[config.mk]
export PLATFORM = sky130hd
export DESIGN_NAME = acc_converter_ctrl
export DESIGN_NICKNAME = d
export VERILOG_FILES = /design/src/logic/acc_pkg.sv /design/src/logic/acc_clock_divider.sv /design/src/logic/acc_converter_ctrl.sv
export SDC_FILE = /design/constraint.sdc
export NUM_CORES = 1
export LEC_CHECK = 0
export BUFFER_PORTS_ARGS = -buffer_cell sky130_fd_sc_hd__buf_2
export CORE_MARGIN = 1.5
export CORE_UTILIZATION = 56
export DETAILED_ROUTE_END_ITERATION = 10
export PLACE_DENSITY = 0.86
export SYNTH_ARGS = -nofsm -noshare
export SYNTH_HDL_FRONTEND = slang
export SYNTH_HIERARCHICAL = 1
export SYNTH_SLANG_ARGS = --single-unit
[constraint.sdc]
create_clock -name clk_in -period 3.3 [get_ports clk_in]
set_clock_uncertainty 0.1 [all_clocks]
set_input_delay 0.165 -clock clk_in [delete_from_list [all_inputs] [get_ports clk_in]]
set_output_delay 0.165 -clock clk_in [all_outputs]
set_load 0.1 [all_outputs]
[src/logic/acc_pkg.sv]
package acc_pkg;

   // Bus geometry
   localparam int ADDR_W = 8;
   localparam int DATA_W = 32;

   // Register byte offsets
   localparam logic [7:0] OFS_CONVERTER_COMMAND = 8'h00;
   localparam logic [7:0] OFS_CONVERTER_MODE = 8'h04;
   localparam logic [7:0] OFS_CHANNEL_ENABLE_SET = 8'h10;
   localparam logic [7:0] OFS_CHANNEL_ENABLE_CLEAR = 8'h14;
   localparam logic [7:0] OFS_CHANNEL_ENABLED_STATE = 8'h18;
   localparam logic [7:0] OFS_CONVERTER_FLAGS = 8'h1C;
   localparam logic [7:0] OFS_LATEST_RESULT = 8'h20;
   localparam logic [7:0] OFS_IRQ_ENABLE_SET = 8'h24;
   localparam logic [7:0] OFS_IRQ_ENABLE_CLEAR = 8'h28;
   localparam logic [7:0] OFS_IRQ_ENABLED_STATE = 8'h2C;

   // Command bits
   localparam int CMD_SOFT_RESET_BIT = 0;
   localparam int CMD_START_BIT = 1;

   // Mode register field positions
   localparam int MODE_HW_TRIGGER_ON_BIT = 0;
   localparam int MODE_TRIGGER_SOURCE_LSB = 1;
   localparam int MODE_RESOLUTION_BIT = 4;
   localparam int MODE_SLEEP_BIT = 5;
   localparam int MODE_CLOCK_DIVIDER_LSB = 8;
   localparam int MODE_STARTUP_LSB = 16;
   localparam int MODE_SAMPLE_HOLD_LSB = 24;
   localparam logic [31:0] MODE_WRITABLE_MASK = 32'h0F1F3F3F;
   localparam logic [31:0] MODE_RESET = 32'h00000000;

   // Field widths
   localparam int NUM_CH = 8;
   localparam int CH_IDX_W = 3;
   localparam int RESULT_W = 10;
   localparam int CLOCK_DIVIDER_W = 6;
   localparam int STARTUP_W = 5;
   localparam int SAMPLE_HOLD_W = 4;
   localparam int COUNT_W = 9;
   localparam int FLAG_W = 20;

   // Flag register bit positions
   localparam int FLAG_OVERRUN_LSB = 8;
   localparam int FLAG_RESULT_READY_BIT = 16;
   localparam int FLAG_GLOBAL_OVERRUN_BIT = 17;
   localparam int FLAG_RECEIVE_END_BIT = 18;
   localparam int FLAG_RECEIVE_FULL_BIT = 19;
   localparam logic [31:0] FLAGS_RESET = 32'h000C0000;

   // Trigger source codes
   localparam logic [2:0] TRIG_TIMER0_A = 3'h0;
   localparam logic [2:0] TRIG_TIMER1_A = 3'h1;
   localparam logic [2:0] TRIG_EXTERNAL = 3'h6;

   // Startup interval unit in converter clock periods
   localparam int STARTUP_PERIODS_PER_UNIT = 8;
   localparam int STARTUP_UNIT_SHIFT = 3;

   // Reset values of channel and interrupt enables
   localparam logic [7:0] CHAN_ENABLE_RESET = 8'h00;
   localparam logic [19:0] IRQ_ENABLE_RESET = 20'h00000;

   // Sequencer states
   typedef enum logic [3:0] {
      ACC_IDLE = 4'h1,
      ACC_STARTUP = 4'h2,
      ACC_SAMPLE = 4'h4,
      ACC_CONVERT = 4'h8
   } acc_state_e;

endpackage
[src/logic/acc_clock_divider.sv]
`timescale 1ns/100ps
module acc_clock_divider
   import acc_pkg::*;
(
   input wire logic clk_in, // Master clock
   input wire logic rst_in, // Synchronous reset, high
   input wire logic run_in, // Divider runs while high
   input wire logic [CLOCK_DIVIDER_W-1:0] divider_in, // Prescaler field
   output logic tick_out, // One-cycle pulse per converter clock period
   output logic converter_clock_out // Converter clock to the analog cell
);

   typedef struct packed {
      logic [CLOCK_DIVIDER_W-1:0] count;
      logic phase;
      logic tick;
   } acc_div_s;

   acc_div_s s;
   acc_div_s next_s;

   // Half period is divider+1 master cycles, so a full period is twice that
   always_comb begin
      next_s = s;
      next_s.tick = 1'b0;
      if (!run_in) begin
         next_s = '0; // Stopped clock restarts from a known phase
      end else if (s.count == divider_in) begin
         next_s.count = '0;
         next_s.phase = ~s.phase;
         next_s.tick = ~s.phase;
      end else begin
         next_s.count = s.count + 1'b1;
      end
   end

   // State register
   always_ff @(posedge clk_in) begin
      if (rst_in) begin
         s <= '0;
      end else begin
         s <= next_s;
      end
   end

   assign tick_out = s.tick;
   assign converter_clock_out = s.phase;

endmodule

[src/logic/acc_converter_ctrl.sv]
// The register addresses and the APB register port were decided locally.
`timescale 1ns/100ps
// Overview of operation
// Writing one to soft reset returns the whole controller to reset state.
// Writing one to start launches a sequence on enabled channels.
// Hardware trigger off: only the software start command begins conversions.
// Hardware trigger on: the source chosen by the selection field starts conversions.
// Codes 000 timer 0 output A, 001 timer 1 output A, 110 external pin.
// Converter clock is master clock over twice (divider field plus one).
// After activation wait eight times (startup field plus one) converter periods.
// Sample-and-hold lasts (sample-hold field plus one) converter periods per channel.
// Ones written to the channel enable set register enable those channels.
// Ones written to the channel enable clear register disable those channels.
// Software must not disable or re-enable a channel during a conversion.
// Channel state register shows one for each enabled channel.
// Done flag reads one only when channel enabled and its conversion finished.
// Per-channel overrun flags in bits 8 to 15 set on overrun, clear on read.
// Result-ready flag bit 16 sets on new result, clears on result read.
// Global overrun flag bit 17 sets on any overrun, clears on flag read.
// Receive end flag bit 18 sets when counter reaches zero, clears on counter write.
// Receive full flag bit 19 reads one when both DMA counters are zero.
// Every conversion loads its result into the ten-bit latest result field.
// Ones written to interrupt enable set register enable those interrupts.
// Ones written to interrupt enable clear register disable those interrupts.
// Hardware start is detected on each rising edge of the selected trigger.
// Software start still works while a hardware trigger is enabled.
// Sleep mode powers the cell per sequence, then powers it down again.
// Start requests arriving during a running sequence are ignored.
// Resolution bit picks ten or eight bits; sleep bit picks power-down sequencing.
// Interrupt output is high while any enabled flag is set.
module acc_converter_ctrl
   import acc_pkg::*;
(
   input wire logic clk_in, // Master clock
   input wire logic rst_in, // Synchronous reset, high
   input wire logic psel, // APB select
   input wire logic penable, // APB access phase
   input wire logic pwrite, // APB direction, high for write
   input wire logic [ADDR_W-1:0] paddr, // APB byte address
   input wire logic [DATA_W-1:0] pwdata, // APB write data
   output logic [DATA_W-1:0] prdata, // APB read data, registered
   output logic pready, // APB ready
   output logic pslverr, // APB error on unmapped address
   input wire logic timer0_a_in, // Timer channel 0 output A
   input wire logic timer1_a_in, // Timer channel 1 output A
   input wire logic ext_trigger_in, // External trigger pin
   output logic cell_power_out, // Analog cell active
   output logic converter_clock_out, // Converter clock to the cell
   output logic cell_sample_out, // Sample-and-hold phase in progress
   output logic cell_start_out, // One-cycle pulse starting a conversion
   output logic [CH_IDX_W-1:0] cell_channel_out, // Channel being converted
   output logic cell_low_res_out, // Eight-bit mode to the cell
   input wire logic cell_done_in, // Cell conversion finished, one-cycle pulse
   input wire logic [RESULT_W-1:0] cell_data_in, // Cell result, valid with done
   output logic result_valid_out, // One-cycle pulse with a new result
   output logic [CH_IDX_W-1:0] result_channel_out, // Channel of the new result
   output logic [RESULT_W-1:0] result_data_out, // New result, registered
   input wire logic [NUM_CH-1:0] channel_data_read_in, // Per-channel data read pulses
   input wire logic dma_rx_zero_in, // DMA receive counter is zero
   input wire logic dma_next_rx_zero_in, // DMA next receive counter is zero
   input wire logic dma_counter_write_in, // Pulse on write to either DMA counter
   output logic irq_out // Interrupt request, high
);

   typedef struct packed {
      acc_state_e state;
      logic [31:0] mode;
      logic [NUM_CH-1:0] chan_en;
      logic [FLAG_W-1:0] irq_en;
      logic [NUM_CH-1:0] done;
      logic [NUM_CH-1:0] overrun;
      logic result_ready;
      logic global_overrun;
      logic receive_end;
      logic rx_zero_prev;
      logic trig_prev;
      logic cell_on;
      logic [NUM_CH-1:0] pending;
      logic [CH_IDX_W-1:0] chan;
      logic [COUNT_W-1:0] count;
      logic [RESULT_W-1:0] last_data;
      logic [DATA_W-1:0] rdata;
      logic rd_ready_seen;
      logic res_valid;
      logic [CH_IDX_W-1:0] res_chan;
      logic [RESULT_W-1:0] res_data;
      logic start_pulse;
   } acc_regs_s;

   localparam acc_regs_s REGS_RESET = '{
      state: ACC_IDLE,
      mode: MODE_RESET,
      chan_en: CHAN_ENABLE_RESET,
      irq_en: IRQ_ENABLE_RESET,
      receive_end: FLAGS_RESET[FLAG_RECEIVE_END_BIT],
      rx_zero_prev: FLAGS_RESET[FLAG_RECEIVE_END_BIT],
      default: '0
   };

   acc_regs_s s;
   acc_regs_s next_s;
   logic tick;
   logic [FLAG_W-1:0] flags;
   logic wr_done;
   logic rd_done;
   logic setup;
   logic mapped;
   logic sel_trigger;
   logic hw_start;
   logic sw_start;
   logic [COUNT_W-1:0] startup_last;
   logic [NUM_CH-1:0] remaining;

   // Lowest enabled channel goes first
   function automatic logic [CH_IDX_W-1:0] first_channel(input logic [NUM_CH-1:0] mask);
      logic [CH_IDX_W-1:0] idx;
      idx = '0;
      for (int i = NUM_CH - 1; i >= 0; i--) begin
         if (mask[i]) begin
            idx = CH_IDX_W'(i);
         end
      end
      return idx;
   endfunction

   // Converter clock divider runs only while a sequence is active
   acc_clock_divider u_divider (
      .clk_in(clk_in),
      .rst_in(rst_in),
      .run_in(s.state != ACC_IDLE),
      .divider_in(s.mode[MODE_CLOCK_DIVIDER_LSB +: CLOCK_DIVIDER_W]),
      .tick_out(tick),
      .converter_clock_out(converter_clock_out)
   );

   // Flag register view; done bits masked by channel enable
   assign flags = {dma_rx_zero_in & dma_next_rx_zero_in,
                   s.receive_end, s.global_overrun, s.result_ready,
                   s.overrun, s.done & s.chan_en};

   // Bus phase decode
   assign setup = psel & ~penable;
   assign wr_done = psel & penable & pwrite;
   assign rd_done = psel & penable & ~pwrite;
   assign mapped = (paddr == OFS_CONVERTER_COMMAND) || (paddr == OFS_CONVERTER_MODE) ||
                   (paddr == OFS_CHANNEL_ENABLE_SET) || (paddr == OFS_CHANNEL_ENABLE_CLEAR) ||
                   (paddr == OFS_CHANNEL_ENABLED_STATE) || (paddr == OFS_CONVERTER_FLAGS) ||
                   (paddr == OFS_LATEST_RESULT) || (paddr == OFS_IRQ_ENABLE_SET) ||
                   (paddr == OFS_IRQ_ENABLE_CLEAR) || (paddr == OFS_IRQ_ENABLED_STATE);

   // Trigger source multiplexer; reserved codes select nothing
   always_comb begin
      case (s.mode[MODE_TRIGGER_SOURCE_LSB +: 3])
         TRIG_TIMER0_A: sel_trigger = timer0_a_in;
         TRIG_TIMER1_A: sel_trigger = timer1_a_in;
         TRIG_EXTERNAL: sel_trigger = ext_trigger_in;
         default: sel_trigger = 1'b0;
      endcase
   end

   // Start sources; software start is never masked by the hardware enable
   assign hw_start = s.mode[MODE_HW_TRIGGER_ON_BIT] & sel_trigger & ~s.trig_prev;
   assign sw_start = wr_done & (paddr == OFS_CONVERTER_COMMAND) & pwdata[CMD_START_BIT];
   assign startup_last = COUNT_W'({1'b0, s.mode[MODE_STARTUP_LSB +: STARTUP_W]} + 6'h01)
                         << STARTUP_UNIT_SHIFT;
   assign remaining = s.pending & ~(NUM_CH'(1) << s.chan);

   // Next-state logic: bus, flags, sequencer
   always_comb begin
      next_s = s;
      next_s.res_valid = 1'b0;
      next_s.start_pulse = 1'b0;
      next_s.trig_prev = sel_trigger;
      next_s.rx_zero_prev = dma_rx_zero_in;

      // Read data is captured in the setup phase so it comes from a flop
      if (setup) begin
         next_s.rd_ready_seen = s.result_ready;
         case (paddr)
            OFS_CONVERTER_MODE: next_s.rdata = s.mode;
            OFS_CHANNEL_ENABLED_STATE: next_s.rdata = {24'h000000, s.chan_en};
            OFS_CONVERTER_FLAGS: next_s.rdata = {12'h000, flags};
            OFS_LATEST_RESULT: next_s.rdata = {22'h000000, s.last_data};
            OFS_IRQ_ENABLED_STATE: next_s.rdata = {12'h000, s.irq_en};
            default: next_s.rdata = 32'h00000000;
         endcase
      end

      // Clearing by read only drops bits software actually saw, so a late set is kept
      if (rd_done && paddr == OFS_CONVERTER_FLAGS) begin
         next_s.overrun = s.overrun & ~s.rdata[FLAG_OVERRUN_LSB +: NUM_CH];
         next_s.global_overrun = s.global_overrun & ~s.rdata[FLAG_GLOBAL_OVERRUN_BIT];
      end
      if (rd_done && paddr == OFS_LATEST_RESULT && s.rd_ready_seen) begin
         next_s.result_ready = 1'b0;
      end
      next_s.done = s.done & ~channel_data_read_in;

      // Receive end: clear on counter write, set on arrival at zero; set wins
      if (dma_counter_write_in) begin
         next_s.receive_end = 1'b0;
      end
      if (dma_rx_zero_in && !s.rx_zero_prev) begin
         next_s.receive_end = 1'b1;
      end

      // Register writes
      if (wr_done) begin
         case (paddr)
            OFS_CONVERTER_MODE: next_s.mode = pwdata & MODE_WRITABLE_MASK;
            OFS_CHANNEL_ENABLE_SET: next_s.chan_en = s.chan_en | pwdata[NUM_CH-1:0];
            OFS_CHANNEL_ENABLE_CLEAR: next_s.chan_en = s.chan_en & ~pwdata[NUM_CH-1:0];
            OFS_IRQ_ENABLE_SET: next_s.irq_en = s.irq_en | pwdata[FLAG_W-1:0];
            OFS_IRQ_ENABLE_CLEAR: next_s.irq_en = s.irq_en & ~pwdata[FLAG_W-1:0];
            default: next_s.irq_en = s.irq_en;
         endcase
      end

      // Conversion sequencer
      case (s.state)
         ACC_IDLE: begin
            if (s.mode[MODE_SLEEP_BIT]) begin
               next_s.cell_on = 1'b0;
            end
            if ((sw_start || hw_start) && (s.chan_en != '0)) begin
               next_s.pending = s.chan_en;
               next_s.chan = first_channel(s.chan_en);
               next_s.count = '0;
               if (s.cell_on && !s.mode[MODE_SLEEP_BIT]) begin
                  next_s.state = ACC_SAMPLE;
               end else begin
                  next_s.cell_on = 1'b1;
                  next_s.state = ACC_STARTUP;
               end
            end
         end
         ACC_STARTUP: begin
            if (tick) begin
               if (s.count == startup_last - 1'b1) begin
                  next_s.count = '0;
                  next_s.state = ACC_SAMPLE;
               end else begin
                  next_s.count = s.count + 1'b1;
               end
            end
         end
         ACC_SAMPLE: begin
            if (tick) begin
               if (s.count == COUNT_W'(s.mode[MODE_SAMPLE_HOLD_LSB +: SAMPLE_HOLD_W])) begin
                  next_s.count = '0;
                  next_s.start_pulse = 1'b1;
                  next_s.state = ACC_CONVERT;
               end else begin
                  next_s.count = s.count + 1'b1;
               end
            end
         end
         ACC_CONVERT: begin
            // Starts arriving here are simply not looked at
            if (cell_done_in) begin
               if (s.mode[MODE_RESOLUTION_BIT]) begin
                  next_s.last_data = {2'b00, cell_data_in[RESULT_W-1:2]};
               end else begin
                  next_s.last_data = cell_data_in;
               end
               next_s.res_data = next_s.last_data;
               next_s.res_chan = s.chan;
               next_s.res_valid = 1'b1;
               next_s.result_ready = 1'b1;
               if (next_s.done[s.chan]) begin
                  next_s.overrun[s.chan] = 1'b1;
                  next_s.global_overrun = 1'b1;
               end
               next_s.done[s.chan] = 1'b1;
               next_s.pending = remaining;
               if (remaining != '0) begin
                  next_s.chan = first_channel(remaining);
                  next_s.state = ACC_SAMPLE;
               end else begin
                  next_s.cell_on = ~s.mode[MODE_SLEEP_BIT];
                  next_s.state = ACC_IDLE;
               end
            end
         end
         default: next_s.state = ACC_IDLE;
      endcase

      // Soft reset overrides everything else in the same cycle
      if (wr_done && paddr == OFS_CONVERTER_COMMAND && pwdata[CMD_SOFT_RESET_BIT]) begin
         next_s = REGS_RESET;
         next_s.trig_prev = sel_trigger;
         next_s.rx_zero_prev = dma_rx_zero_in;
      end
   end

   // State register
   always_ff @(posedge clk_in) begin
      if (rst_in) begin
         s <= REGS_RESET;
      end else begin
         s <= next_s;
      end
   end

   // Zero wait states: read data was captured during setup
   assign pready = psel & penable;
   assign pslverr = psel & penable & ~mapped;
   assign prdata = s.rdata;

   // Analog cell and result stream
   assign cell_power_out = s.cell_on;
   assign cell_sample_out = (s.state == ACC_SAMPLE);
   assign cell_start_out = s.start_pulse;
   assign cell_channel_out = s.chan;
   assign cell_low_res_out = s.mode[MODE_RESOLUTION_BIT];
   assign result_valid_out = s.res_valid;
   assign result_channel_out = s.res_chan;
   assign result_data_out = s.res_data;

   // Level interrupt; falls as soon as every enabled flag is clear
   assign irq_out = |(flags & s.irq_en);

endmodule

==> key figures <==
Floorplan
  • Rows: 42
  • Die W: 120 um
  • I/O pin cnt: between 100 and 150
  • Core ar.: 13,300 um2
  • Die Height: 120 um
  • Full die area: 14,400 um2
  • Starting Density: 0.575

Timing
  • Final period util: 0.921
  • Final setup viols: 0
  • RSZ-0062 raised after global routing: false
  • Hold Vio Cnt, Final: 0
  • Max Clk Rate: ~330 MHz
  • Slew headroom: 0.187
  • Final Hold Slack: slightly above 0.02 ns
  • Total negative slack: 0 ns
  • Slew @ Worst Pin: around 1.2 ns
  • Slew Viols, Final: 0
  • Final min period: 3.04 ns

Detailed routing
  • Remaining antenna violation count: 0
  • Routed Wire Length: roughly 23 mm
  • Number of DRC markers in iteration 0: around 990
  • Router iterations before antenna repair: 7
  • Vias post-DR: roughly 7.8k
  • Vias per inst: a little over 6
  • Residual DRC: 0
  • Routed len/inst: 18.0 um

Final layout
  • Cell area after layout: between 9000 and 10,000 um2
  • Synthesis-to-layout area growth: 19.2%
  • Layout Nets: about 1.2k
  • Layout cells sized above 1: 0.169
  • # diodes: 0

Synthesis
  • Distinct cells, synth: 73
  • Post-synth EDFFs: 0
  • Synth top area cells: dfxtp_1, nand2_1, a21oi_1
  • Yosys top cell area share: 0.377
  • Largest family of logic cells by synthesized area: simple AND/OR/NAND/NOR gates
  • Synth Area in Simple Gates: 0.267
  • Post-Synthesis Cell Area: 7650 um2
  • #FFs+latches synth: ~140
  • Adder-Cell Fraction of Synth Area: 0.00654
  • Cells after Synth: around 1,000
  • Async set-reset flop share out of synthesis: 0
  • Synth Flop Type: dfxtp_1
  • Yosys top cell by area: dfxtp_1
  • Post-synthesis xor/xnor area fraction: 0.0286
  • Post-synthesis mux area share: 0.0265
  • Syn Area/Cell: approximately 7.7 um2
  • Sequential cell area fraction in the yosys report: 0.377
  • Synth Area in Compound Gates: 0.207
  • YS warnings: 6

Critical path
  • Crit Reg-Reg Startpoint: s[145]
  • R2R cell count: 8
  • CP Max Fanout: 10
  • Crit end category: flop
  • CP Data Arrival Time: 3.29 ns
  • Critical path class: reg -> reg
  • CP required: ~3.6 ns
  • R2r setup slk: ~0.26 ns
  • Critical Path Start Type: flop
  • Critical R2R Capture: s[161]

Place
  • Placed Area: 8030 um2
  • PortBufs: ~110
  • HPWL Detailed: about 15 mm
  • GP Congestion: about 0.95

Hold path
  • Worst hold path class: in -> reg
  • Worst hold stages: 3
  • Worst Hold Endpoint: result_data_out[6]
  • HP Start: cell_data_in[6]

Global route
  • Initial antenna violation count: 0
  • Grt ovf: 0
  • Number of global-route vias before repair: 7,340
  • Pin count of the biggest net entering global routing: 50
  • First-pass GRT wire length: 36.4 mm
  • Total GRT Usage: 0.320

Pwr
  • Switch share: 0.258
  • LEAKAGE: 3.39 nW
  • Sequential power share: 0.428
  • Cell Pwr Density: 463 nW/um2
  • Peak VDD IR: just over 0.0004 V
  • Gate power share: 0.119
  • Clock power share: 0.453
  • Net Sw Power: around 1.1 mW
  • Internal power: about 3.1 mW

CTS
  • Worst skew pair latency: approximately 0.43 ns
  • CTS clk-pin slew, worst paths: about 0.06 ns
  • Clock Path Buffers: 2
  • Clock sink total: approximately 140
  • CTS tree: built
  • Clock root cell: clkbuf_16
  • Number of buffers created by CTS: 17
  • Htree depth: 4

Run status
  • Status: finished clean

Run
  • Maximum Capacitance Violations: 0
-- per-layer routing --
| layer | vias up | GRT usage | share of wire | wire length, um |
|---|---|---|---|---|
| met4 | 0 | 0.145 | 0.035 | 807 |
| met2 | 460 | 0.528 | 0.48 | 11000 |
| met5 | - | 0 | 0 | 0 |
| met3 | 73 | 0.0699 | 0.098 | 2270 |
| met1 | 3657 | 0.399 | 0.39 | 8980 |
| li1 | 3641 | - | - | - |
-- worst max-delay path, stage by stage, from the launching register on --
cell	delay [ns]
dfxtp_1	0.46
ha_1	0.34
or4b_1	0.48
o22ai_1	0.18
mux2i_1	0.26
xor2_1	0.26
a41oi_4	0.23
nor4bb_1	0.41
mux2i_1	0.25
-- Yosys cell counts, types with 5 or more instances --
master / n
xor2_1: 8
and2_1: 7
a21oi_1: 105
a2bb2oi_1: 5
o21ai_1: 5
nand3_1: 69
a31oi_1: 9
a211oi_1: 10
o22ai_1: 5
nor2_1: 76
a22oi_1: 21
nand2b_1: 18
o221ai_1: 10
nor3_1: 14
or3_1: 5
buf_4: 49
o21ai_0: 38
xnor2_1: 17
dfxtp_1: 144
a221oi_1: 8
nand4_1: 5
buf_2: 8
inv_1: 16
mux2i_1: 18
nand2_1: 181
clkbuf_1: 44
nor2b_1: 16
-- power by group through the flow --
stage | clock, mW | combinational, mW | sequential, mW
after floorplan | 0 | 0.300 | 1.86
after global placement | 0 | 0.433 | 1.84
after detailed placement | 0 | 0.440 | 1.84
after CTS | 1.91 | 0.491 | 1.80
after global routing | 2.00 | 0.532 | 1.81
final | 1.91 | 0.504 | 1.81
-- final cells by class --
class	instances	area (um2)
Clock buffer	22	484
Clock inverter	10	109
Fill cell	1035	4180
Inverter	16	60.1
Multi-Input combinational cell	736	4150
Sequential cell	144	2880
Tap cell	176	220
Timing Repair Buffer	180	1210
-- how the worst max path moves through the flow --
stage                     slack (ns)      to  startpoint
final                           0.26  s[161]      s[145]
after CTS                       0.23  s[161]      s[144]
after global routing            0.04  s[161]      s[145]
after floorplan                 0.61  s[161]      s[145]
after global placement          0.35  s[161]      s[144]
after detailed placement        0.30  s[161]      s[144]
-- kinds of logic (layout without fill, tap and decap cells) --
kind of cell	Yosys count	in the layout
buffers and inverters	122	228
xor gates and xnor gates	25	25
DFF	144	144
and+or+nand+nor	429	429
other	1	7
muxes	20	20
adders and majority gates	4	4
AOI/OAI and AO/OA	251	251
-- through the flow --
| step | power [mW] | util | setup WS, ns | std cells |
|---|---|---|---|---|
| after floorplan | 2.16 | - | 0.610 | 1002 |
| after global placement | 2.27 | 0.604 | 0.350 | 1203 |
| after detailed placement | 2.28 | 0.604 | 0.301 | 1203 |
| after CTS | 4.20 | 0.686 | 0.230 | 1284 |
| after global routing | 4.34 | 0.686 | 0.0353 | 1284 |
| final | 4.22 | 0.686 | 0.259 | 1284 |
-- repair_timing --
item | in CTS | in global routing
endpoints found under the setup margin | 0 | 1
buffers inserted | 0 | 0
gates resized for setup | 0 | 1
endpoints found under the hold margin | 69 | 0
hold buffers | 49 | 0
-- cell usage in the layout (no fill, tap or decap), types with 9 or more instances in the layout --
cell type      instances
a211oi_1              10
a21oi_1              105
a22oi_1               21
a31oi_1                9
buf_2                112
buf_4                 18
clkbuf_16             17
dfxtp_1              143
dlygate4sd3_1         49
inv_1                 16
mux2i_1               18
nand2_1              181
nand2b_1              18
nand3_1               69
nor2_1                76
nor2b_1               16
nor3_1                12
o21ai_0               38
o221ai_1              10
xnor2_1               17
Note: power is estimated with default switching activity, not from simulation.
